--- src/phy_evt_pkg.sv ---
// shared constants and carriers for the link/phy event counter bank
package phy_evt_pkg;

  // counter slots held by the bank, in log order
  localparam int unsigned NUM_SLOTS   = 11;
  localparam int unsigned SLOT_IDX_W  = 4;
  localparam int unsigned ID_W        = 16;
  localparam int unsigned VAL_W       = 64;
  localparam int unsigned CNT_W_DFLT  = 16;
  localparam int unsigned WORD_BITS   = 16;
  localparam int unsigned INC_W       = 2;

  // identifier layout
  localparam int unsigned ID_CODE_LSB = 0;
  localparam int unsigned ID_CODE_W   = 12;
  localparam int unsigned ID_SIZE_LSB = 12;
  localparam int unsigned ID_SIZE_W   = 3;
  localparam int unsigned ID_VEND_BIT = 15;

  // identifier codes, bits 11:0
  localparam logic [11:0] ID_END        = 12'h000;
  localparam logic [11:0] ID_CMD_INTERFACE_CRC_FLAG   = 12'h001;
  localparam logic [11:0] ID_DATA_ALL   = 12'h002;
  localparam logic [11:0] ID_DATA_TX    = 12'h003;
  localparam logic [11:0] ID_DATA_RX    = 12'h004;
  localparam logic [11:0] ID_NDATA_ALL  = 12'h005;
  localparam logic [11:0] ID_NDATA_TX   = 12'h006;
  localparam logic [11:0] ID_NDATA_RX   = 12'h007;
  localparam logic [11:0] ID_PHY_UP     = 12'h009;
  localparam logic [11:0] ID_SIG_FIS    = 12'h00a;
  localparam logic [11:0] ID_RX_CRC     = 12'h00b;
  localparam logic [11:0] ID_RX_OTHER   = 12'h00d;

  // slot positions
  localparam int unsigned S_CMD_INTERFACE_CRC_FLAG  = 0;
  localparam int unsigned S_DATA_ALL  = 1;
  localparam int unsigned S_DATA_TX   = 2;
  localparam int unsigned S_DATA_RX   = 3;
  localparam int unsigned S_NDATA_ALL = 4;
  localparam int unsigned S_NDATA_TX  = 5;
  localparam int unsigned S_NDATA_RX  = 6;
  localparam int unsigned S_PHY_UP    = 7;
  localparam int unsigned S_SIG_FIS   = 8;
  localparam int unsigned S_RX_CRC    = 9;
  localparam int unsigned S_RX_OTHER  = 10;

  // reset value of every counter
  localparam logic [VAL_W-1:0] CNT_RST = 64'h0000_0000_0000_0000;

  // one-cycle event strobes from the link and transport layers
  typedef struct packed {
    logic cmd_fail_interface_crc_flag;   // ending status err set with interface_crc_flag set
    logic tx_data_errp;    // d2h data fis answered by host with r_errp
    logic rx_data_errp;    // h2d data fis answered by us with r_errp
    logic tx_ndata_errp;   // d2h non-data fis (each retry) answered with r_errp
    logic rx_ndata_errp;   // h2d non-data fis (each retry) answered with r_errp
    logic rx_errp_crc;     // h2d fis of any type rejected for crc
    logic rx_errp_other;   // h2d fis of any type rejected for other cause
    logic sig_fis_rok;     // reset signature fis after comreset, host gave r_ok
    logic bist_activate;   // bist activate fis received
  } link_evt_s;

  // one log entry as returned to the log formatter
  typedef struct packed {
    logic [ID_W-1:0]  id;
    logic [VAL_W-1:0] value;
  } log_entry_s;

endpackage : phy_evt_pkg

--- src/phy_evt_counters.sv ---
// bank of link and phy event counters reported in the phy event log page
`timescale 1ns/1ps
`default_nettype none
// Notes on behaviour
// - identifier zero has no counter; it marks end of the counter list.
// - count commands ending with err status and interface crc flag set.
// - count d2h data fises host r_errp'd plus h2d data fises we r_errp'd.
// - count only d2h data fises answered by host with r_errp.
// - count h2d data fises we r_errp'd; need not equal crc/non-crc split.
// - count non-data r_errp in both directions summed, every retry included.
// - count d2h non-data fises host r_errp'd, each retry counted.
// - count h2d non-data fises we r_errp'd, each retry counted.
// - count each not-ready to ready phy transition, whatever the cause.
// - power management link transitions may also advance the phy counter.
// - count reset signature register fises after comreset acked with r_ok.
// - count h2d fises of any type r_errp'd because of crc error.
// - count h2d fises of any type r_errp'd for non-crc causes.
// - counters saturate at all ones, one-extended to reported width.
// - a received bist activate fis returns all counters to reset value.
// - log read with features bit 0 returns values, then clears all.
// - identifier bits 14:12 encode width: 1=16,2=32,3=48,4=64 bits.

module phy_evt_counters #(
  parameter int unsigned CNT_W = phy_evt_pkg::CNT_W_DFLT
) (
  // clock and reset
  input  wire logic                               core_clk,
  input  wire logic                               rstn,
  // event strobes, same clock
  input  wire phy_evt_pkg::link_evt_s             evt,
  // phy ready level, from the phy's own timing
  input  wire logic                               phy_rdy,
  // log read port
  input  wire logic                               log_req,
  input  wire logic [phy_evt_pkg::SLOT_IDX_W-1:0] log_idx,
  input  wire logic                               log_done,
  input  wire logic                               log_clear_req,
  output logic                                    log_ack,
  output phy_evt_pkg::log_entry_s                 log_entry
);

  ////////////////////////////////////////////////////////////////////////////
  // derived widths

  // reported width rounds the physical width up to whole 16-bit words
  localparam int unsigned NWORDS = (CNT_W + phy_evt_pkg::WORD_BITS - 1) /
                                   phy_evt_pkg::WORD_BITS;
  localparam int unsigned REP_W  = NWORDS * phy_evt_pkg::WORD_BITS;
  localparam logic [phy_evt_pkg::ID_SIZE_W-1:0] SIZE_CODE = 3'(NWORDS);

  localparam logic [CNT_W-1:0] CNT_MAX  = {CNT_W{1'b1}};
  localparam logic [CNT_W-1:0] CNT_ZERO = CNT_W'(phy_evt_pkg::CNT_RST);

  ////////////////////////////////////////////////////////////////////////////
  // functions

  // saturating add of 0, 1 or 2 events; never wraps
  function automatic logic [CNT_W-1:0] sat_add(
    input logic [CNT_W-1:0]              cur,
    input logic [phy_evt_pkg::INC_W-1:0] inc
  );
    logic [CNT_W:0] sum;
    sum = {1'b0, cur} + (CNT_W+1)'(inc);
    if (sum[CNT_W]) begin
      sat_add = CNT_MAX;
    end else begin
      sat_add = sum[CNT_W-1:0];
    end
  endfunction : sat_add

  // identifier code for a slot; past the last slot the end marker
  function automatic logic [phy_evt_pkg::ID_CODE_W-1:0] slot_code(
    input logic [phy_evt_pkg::SLOT_IDX_W-1:0] idx
  );
    unique case (idx)
      4'h0:    slot_code = phy_evt_pkg::ID_CMD_INTERFACE_CRC_FLAG;
      4'h1:    slot_code = phy_evt_pkg::ID_DATA_ALL;
      4'h2:    slot_code = phy_evt_pkg::ID_DATA_TX;
      4'h3:    slot_code = phy_evt_pkg::ID_DATA_RX;
      4'h4:    slot_code = phy_evt_pkg::ID_NDATA_ALL;
      4'h5:    slot_code = phy_evt_pkg::ID_NDATA_TX;
      4'h6:    slot_code = phy_evt_pkg::ID_NDATA_RX;
      4'h7:    slot_code = phy_evt_pkg::ID_PHY_UP;
      4'h8:    slot_code = phy_evt_pkg::ID_SIG_FIS;
      4'h9:    slot_code = phy_evt_pkg::ID_RX_CRC;
      4'ha:    slot_code = phy_evt_pkg::ID_RX_OTHER;
      default: slot_code = phy_evt_pkg::ID_END;
    endcase
  endfunction : slot_code

  // one bit of event into an increment
  function automatic logic [phy_evt_pkg::INC_W-1:0] one(input logic b);
    one = {1'b0, b};
  endfunction : one

  ////////////////////////////////////////////////////////////////////////////
  // phy ready synchroniser and rising edge

  logic phy_rdy_m_ff;
  logic phy_rdy_s_ff;
  logic phy_rdy_d_ff;

  always_ff @(posedge core_clk or negedge rstn) begin
    if (!rstn) begin
      phy_rdy_m_ff <= 1'b0;
      phy_rdy_s_ff <= 1'b0;
      phy_rdy_d_ff <= 1'b0;
    end else begin
      phy_rdy_m_ff <= phy_rdy;
      phy_rdy_s_ff <= phy_rdy_m_ff;
      phy_rdy_d_ff <= phy_rdy_s_ff;
    end
  end

  // any cause counts, power management wake-ups included
  wire phy_up = phy_rdy_s_ff & ~phy_rdy_d_ff;

  ////////////////////////////////////////////////////////////////////////////
  // increments per slot

  logic [phy_evt_pkg::INC_W-1:0] inc [phy_evt_pkg::NUM_SLOTS];

  // the summing slots add two when both directions fire in one cycle
  assign inc[phy_evt_pkg::S_CMD_INTERFACE_CRC_FLAG]  = one(evt.cmd_fail_interface_crc_flag);
  assign inc[phy_evt_pkg::S_DATA_ALL]  = one(evt.tx_data_errp) +
                                         one(evt.rx_data_errp);
  assign inc[phy_evt_pkg::S_DATA_TX]   = one(evt.tx_data_errp);
  assign inc[phy_evt_pkg::S_DATA_RX]   = one(evt.rx_data_errp);
  assign inc[phy_evt_pkg::S_NDATA_ALL] = one(evt.tx_ndata_errp) +
                                         one(evt.rx_ndata_errp);
  assign inc[phy_evt_pkg::S_NDATA_TX]  = one(evt.tx_ndata_errp);
  assign inc[phy_evt_pkg::S_NDATA_RX]  = one(evt.rx_ndata_errp);
  assign inc[phy_evt_pkg::S_PHY_UP]    = one(phy_up);
  assign inc[phy_evt_pkg::S_SIG_FIS]   = one(evt.sig_fis_rok);
  assign inc[phy_evt_pkg::S_RX_CRC]    = one(evt.rx_errp_crc);
  assign inc[phy_evt_pkg::S_RX_OTHER]  = one(evt.rx_errp_other);

  ////////////////////////////////////////////////////////////////////////////
  // clear requests

  // clear after the read completes, so the values read are the pre-clear ones
  wire read_clear = log_done & log_clear_req;
  wire clear_all  = read_clear | evt.bist_activate;

  ////////////////////////////////////////////////////////////////////////////
  // counters

  logic [CNT_W-1:0] cnt_ff  [phy_evt_pkg::NUM_SLOTS];
  logic [CNT_W-1:0] nxt_cnt [phy_evt_pkg::NUM_SLOTS];

  // an event in the clearing cycle is kept: it counts from zero
  for (genvar g = 0; g < phy_evt_pkg::NUM_SLOTS; g++) begin : g_next
    assign nxt_cnt[g] = sat_add(clear_all ? CNT_ZERO : cnt_ff[g], inc[g]);
  end

  always_ff @(posedge core_clk or negedge rstn) begin
    if (!rstn) begin
      for (int i = 0; i < phy_evt_pkg::NUM_SLOTS; i++) begin
        cnt_ff[i] <= CNT_ZERO;
      end
    end else begin
      for (int i = 0; i < phy_evt_pkg::NUM_SLOTS; i++) begin
        cnt_ff[i] <= nxt_cnt[i];
      end
    end
  end

  ////////////////////////////////////////////////////////////////////////////
  // log entry lookup

  wire              slot_ok  = log_idx < phy_evt_pkg::SLOT_IDX_W'(phy_evt_pkg::NUM_SLOTS);
  wire [CNT_W-1:0]  slot_cnt = slot_ok ? cnt_ff[log_idx] : CNT_ZERO;
  wire              slot_sat = slot_ok & (slot_cnt == CNT_MAX);

  // a saturated narrow counter reads as all ones over its reported words
  wire [REP_W-1:0]  rep_val  = slot_sat ? {REP_W{1'b1}} : REP_W'(slot_cnt);

  wire [phy_evt_pkg::ID_W-1:0] slot_id =
    slot_ok ? {1'b0, SIZE_CODE, slot_code(log_idx)} :
              phy_evt_pkg::ID_W'(phy_evt_pkg::ID_END);

  phy_evt_pkg::log_entry_s nxt_entry;
  assign nxt_entry.id    = slot_id;
  assign nxt_entry.value = phy_evt_pkg::VAL_W'(rep_val);

  ////////////////////////////////////////////////////////////////////////////
  // log answer registers

  logic                    ack_ff;
  phy_evt_pkg::log_entry_s entry_ff;

  always_ff @(posedge core_clk or negedge rstn) begin
    if (!rstn) begin
      ack_ff   <= 1'b0;
      entry_ff <= '0;
    end else begin
      ack_ff   <= log_req;
      if (log_req) begin
        entry_ff <= nxt_entry;
      end
    end
  end

  assign log_ack   = ack_ff;
  assign log_entry = entry_ff;

endmodule : phy_evt_counters
`default_nettype wire

--- config.mk ---
export PLATFORM = sky130hd
export DESIGN_NAME = phy_evt_counters
export DESIGN_NICKNAME = d
export VERILOG_FILES = /design/src/phy_evt_pkg.sv /design/src/phy_evt_counters.sv
export SDC_FILE = /design/constraint.sdc
export NUM_CORES = 1
export LEC_CHECK = 0
export BUFFER_PORTS_ARGS = -buffer_cell sky130_fd_sc_hd__buf_2
export CAP_MARGIN = 10
export CORE_ASPECT_RATIO = 1.4
export CORE_MARGIN = 8
export CORE_UTILIZATION = 29
export CTS_BUF_LIST = sky130_fd_sc_hd__clkbuf_16
export DETAILED_ROUTE_END_ITERATION = 10
export GPL_ROUTABILITY_DRIVEN = 0
export PLACE_DENSITY = 0.44
export REMOVE_ABC_BUFFERS = 1
export SKIP_LAST_GASP = 1
export SLEW_MARGIN = 20
export SYNTH_ARGS = -nofsm -noshare
export SYNTH_HDL_FRONTEND = slang
export SYNTH_SLANG_ARGS = --single-unit
--- constraint.sdc ---
create_clock -name core_clk -period 5.99 [get_ports core_clk]
set_input_delay 1.198 -clock core_clk [delete_from_list [all_inputs] [get_ports core_clk]]
set_output_delay 1.198 -clock core_clk [all_outputs]
set_load 0.1 [all_outputs]
# Word level (Yosys, flattened, before mapping)
# Memory sizes are Yosys's and may differ from the RTL's.
# Index checks and enable logic that the tools add are counted.
# W data, S select, Z words.
word_totals:
  register_bits: 212
  rom_bits: 64
  in_bits: 19
  output_inout_bits: 81
  n_memories: 1
classes:
  n_addsub: 13
  n_lt_le_gt_ge: 2
  n_eq_ne: 1
  n_mux: 28
  bitwise_logic: 6
memory_table:
  columns: ["memory", "words", "width", "read_ports", "rd_ports_with_merged_regs", "write_ports", "line", "source"]
  rows:
  - ["(name not given)", 16, 4, 1, 0, 0, "phy_evt_counters.sv:75", "unique case (idx)"]
ops:
  columns: ["operator", "n"]
  rows:
  - ["$mux W16", 26]
  - ["$add A16 B1 Y17", 9]
  - ["$bmux W16 S4", 1]
  - ["$add A16 B2 Y17", 2]
  - ["$eq A16 B16 Y1 const B", 1]
  - ["$mux W13", 1]
  - ["$ge A5 B5 Y1 const B", 1]
  - ["$not A4 Y5", 1]
  - ["$add A1 B1 Y2", 2]
  - ["$lt A4 B4 Y1 const B", 1]
  - ["$and A1 B1 Y1", 3]
  - ["$not A1 Y1", 1]
  - ["$or A1 B1 Y1", 1]

# Longest topological paths before layout
logic_depth:
  ltp_word: 8
  depth_mapped: 13
  ltp_nobuf: 10

# Least setup slack after synthesis
# OpenSTA, ideal clock, no wires.
synth_timing:
  kind: "input to register"
  start: "input port log_done"
  end: "register cnt_ff[102] (netlist name)"
  arrival_time_ns: 3.639
  path_slack_ns: 2.277
  stages: 13
  path_buffers: 3
  cell_sequence: "a21oi_1 > buf_2 > clkbuf_1 > nand2_1 > fa_1 > inv_1 > ha_1 > and3_1 > and2b_4 > nand2_2 > or3_4 > buf_6 > o21ai_2"
synth_rtl:
  columns: ["element", "line", "source"]
  rows:
  - ["start, declared", "phy_evt_counters.sv:36", "input wire logic log_done,"]
  - ["end signal, assigned by index", "phy_evt_counters.sv:163", "cnt_ff[i] <= nxt_cnt[i];"]
  - ["end, declared", "phy_evt_counters.sv:148", "logic [CNT_W-1:0] cnt_ff [phy_evt_pkg::NUM_SLOTS];"]

==> impl_metrics.csv <==
group,metric,value,unit
pwr,cellPowerDensity,241,nW/um2
pwr,p_total,0.00315,W
pwr,p_sw_share,30.2,%
global_route,grt_pass1_wl,51200,um
cts,ctsResizeCount,0,
pwr,combPwrFrac,12.8,%
pwr,leakagePower,5.66,nW
cells_and_area,design_area,13100,um2
cts,clockRootBuffer,"clkbuf_16",
sta,rsz0062_at_grt,"no",
floorplanning,initial_utilization,29.4,%
floorplanning,die_w,187,um
yosys,synth_top_area_cell,"dfrtp_1",
placed_design,place_area,12400,um2
critical_path,cp.required,6440,ps
yosys,synthCells,1215,
cts,clkLatencyLatePin,540,ps
detailed_routing,drc_errors,0,
sta,fin_crit,3570,ps
sta,whs,354,ps
detailed_routing,via_per_inst,4.88,
yosys,synth_edf_count,0,
critical_path,cp.arrival,4030,ps
sta,max_freq,280,MHz
min_path,hold_path.class,"flip-flop to flip-flop",
cts,cts-htree-levels,1,
cells_and_area,antenna_cells,0,
sta,setup-violations-final,0,
detailed_routing,dr.pass1.iters,5,
critical_path,cp.depth,9,
pwr,ir_drop,0.000165,V
critical_path,r2r_cells,7,
pwr,switchingPower,0.000952,W
sta,slew_headroom,34.4,%
critical_path,crit_path_end_kind,"flip-flop",
floorplanning,dieArea,47700,um2
critical_path,path_class,"primary input to flip-flop",
cts,clk_pin_slew,60,ps
placed_design,dp_hpwl,22900,um
critical_path,cp_max_fo,23,
yosys,netlist_top_cells_area,"dfrtp_1, mux4_2, xor2_1",
cts,cts_sinks,201,
critical_path,slowest_delay,610,ps
global_route,grtUsageTotal,13.3,%
run,cap_violations,0,
yosys,synth_cell_types,59,
cts,cts-buffers-inserted,23,
floorplanning,rows,87,
critical_path,crit_family,"simple AND/OR/NAND/NOR gates",
sta,clock-skew-final,19.3,ps
detailed_routing,num_vias,8705,
pwr,pwr-share-seq,44.7,%
cells_and_area,area_growth,10.3,%
cts,cts_tree,"done",
cts,cts_buffer_depth,3,
global_route,grt_antenna_before_repair,0,
detailed_routing,ant_nets,0,
critical_path,crit_buf_inv,1,
min_path,whs_path_depth,0,
cts,ctsHoldBuffers,0,
global_route,grt.overflow.total,0,
run_status,run_status,"completed",
floorplanning,coreArea,40300,um2
sta,fin_setup_tns,0,ps
cells_and_area,nets,1277,
critical_path,cp_cell_sequence,"buf_2 > a21oi_4 > and2_1 > ha_1 > ha_1 > nand3_1 > nor3_2 > nand4_1 > o21ai_0",
floorplanning,dieHeight,255,um
detailed_routing,drt-initial-drc-count,396,
pwr,internal_power,0.00220,W
cts,postCtsSetupRepairBufs,0,
critical_path,path_common_cell,"ha_1",
sta,slew_viol_final,0,
yosys,syn-cell-area,11900,um2
yosys,synth_top_flop_cell,"dfrtp_1",
yosys,ys_ff_latch,201,
critical_path,critPathSlowestCell,"a21oi_4",
yosys,synthArstFlopShare,100,%
sta,max_slew.worst_pin.slew,982,ps
yosys,yosysWarnings,0,
global_route,grt_max_degree,111,
cells_and_area,drive_gt1_share,13.4,%
yosys,yosysMostFrequentCell,"dfrtp_1",
pwr,clkPwrFrac,42.5,%
detailed_routing,wl,31700,um
global_route,grt_pass1_vias,8996,
placed_design,io_buffers,40,
sta,hold_viol,0,
detailed_routing,wl_per_cell,17.8,um
yosys,ys_seq_area_share,42.4,%
critical_path,worstSetupStartpointType,"primary input",
yosys,synth_area_per_cell,9.75,um2
sta,fin_crit_sh,59.7,%
floorplanning,ios,100,
yosys,synth.top_cells.by_count,"dfrtp_1, nand2_1, o21ai_0, nand3_1, xor2_1",
yosys,synth_top_cell_area_share,42.4,%
[per-stage QoR]
step / cells / utilization (%) / setup slack (ps)
6_report: 1782 / 32.5 / 2420
4_1_cts: 1782 / 32.4 / 2360
3_5_place_dp: 1742 / 30.7 / 1780
2_1_floorplan: 1158 / - / 979
5_1_grt: 1782 / 32.5 / 2070
3_3_place_gp: 1742 / 30.7 / 1830
[logic make-up after synthesis]
family | synth area share, %
and+or+nand+nor | 21.0
muxes | 9.50
DFF | 42.4
other | 0.0316
adders and majority gates | 2.77
AOI/OAI and AO/OA | 9.31
xor gates and xnor gates | 8.42
buffers and inverters | 6.52
[cell usage in the layout (no fill, tap or decap), drive strengths merged, types with 40 or more instances in the layout]
master | Yosys | routed
nand2 | 139 | 139
conb | 1 | 59
dfrtp | 201 | 201
a21oi | 51 | 51
buf | 87 | 50
xor2 | 61 | 61
nor3 | 40 | 40
nor2 | 58 | 58
xnor2 | 53 | 53
nand3 | 70 | 70
o21ai | 115 | 115
[power groups by stage]
stage	clock network [W]	logic, W	registers (W)
4_1_cts	0.00139	0.000408	0.00141
6_report	0.00134	0.000403	0.00141
3_3_place_gp	0	0.000407	0.00143
2_1_floorplan	0	0.000251	0.00147
5_1_grt	0.00144	0.000432	0.00141
3_5_place_dp	0	0.000408	0.00143
[worst paths after layout]
path / startpoint / to / slack, ps
hold / removal: phy_rdy_m_ff / phy_rdy_s_ff / 350
min in group asynchronous: rstn / cnt_ff[64] / 740
max in group asynchronous: rstn / cnt_ff[31] / 4220
setup reg to reg: cnt_ff[160] / cnt_ff[171] / 3600
setup / recovery: log_done / cnt_ff[171] / 2420
hold reg to reg: phy_rdy_m_ff / phy_rdy_s_ff / 350
[flip-flops by register name (all words and copies together), names as in the netlist]
| signal | count |
|---|---|
| cnt_ff | 176 |
| log_ack | 1 |
| log_entry | 21 |
| phy_rdy_d_ff | 1 |
| phy_rdy_m_ff | 1 |
| phy_rdy_s_ff | 1 |
[final cells by class]
type,count,area (um2)
Clock buffer,23,576
Clock inverter,17,113
Fill cell,4200,27200
Inverter,23,86.3
Multi-Input combinational cell,934,6300
Sequential cell,201,5030
Tap cell,534,668
Timing Repair Buffer,50,300
[metal layers]
| metal | GRT usage (%) | share of wire [%] | up-vias |
|---|---|---|---|
| li1 | - | - | 4209 |
| met1 | 16.5 | 44 | 4324 |
| met2 | 23.3 | 50 | 122 |
| met3 | 1.74 | 2.8 | 50 |
| met4 | 5.30 | 3.3 | 0 |
| met5 | 0 | 0 | - |
Power figures use the tool's default switching activity.
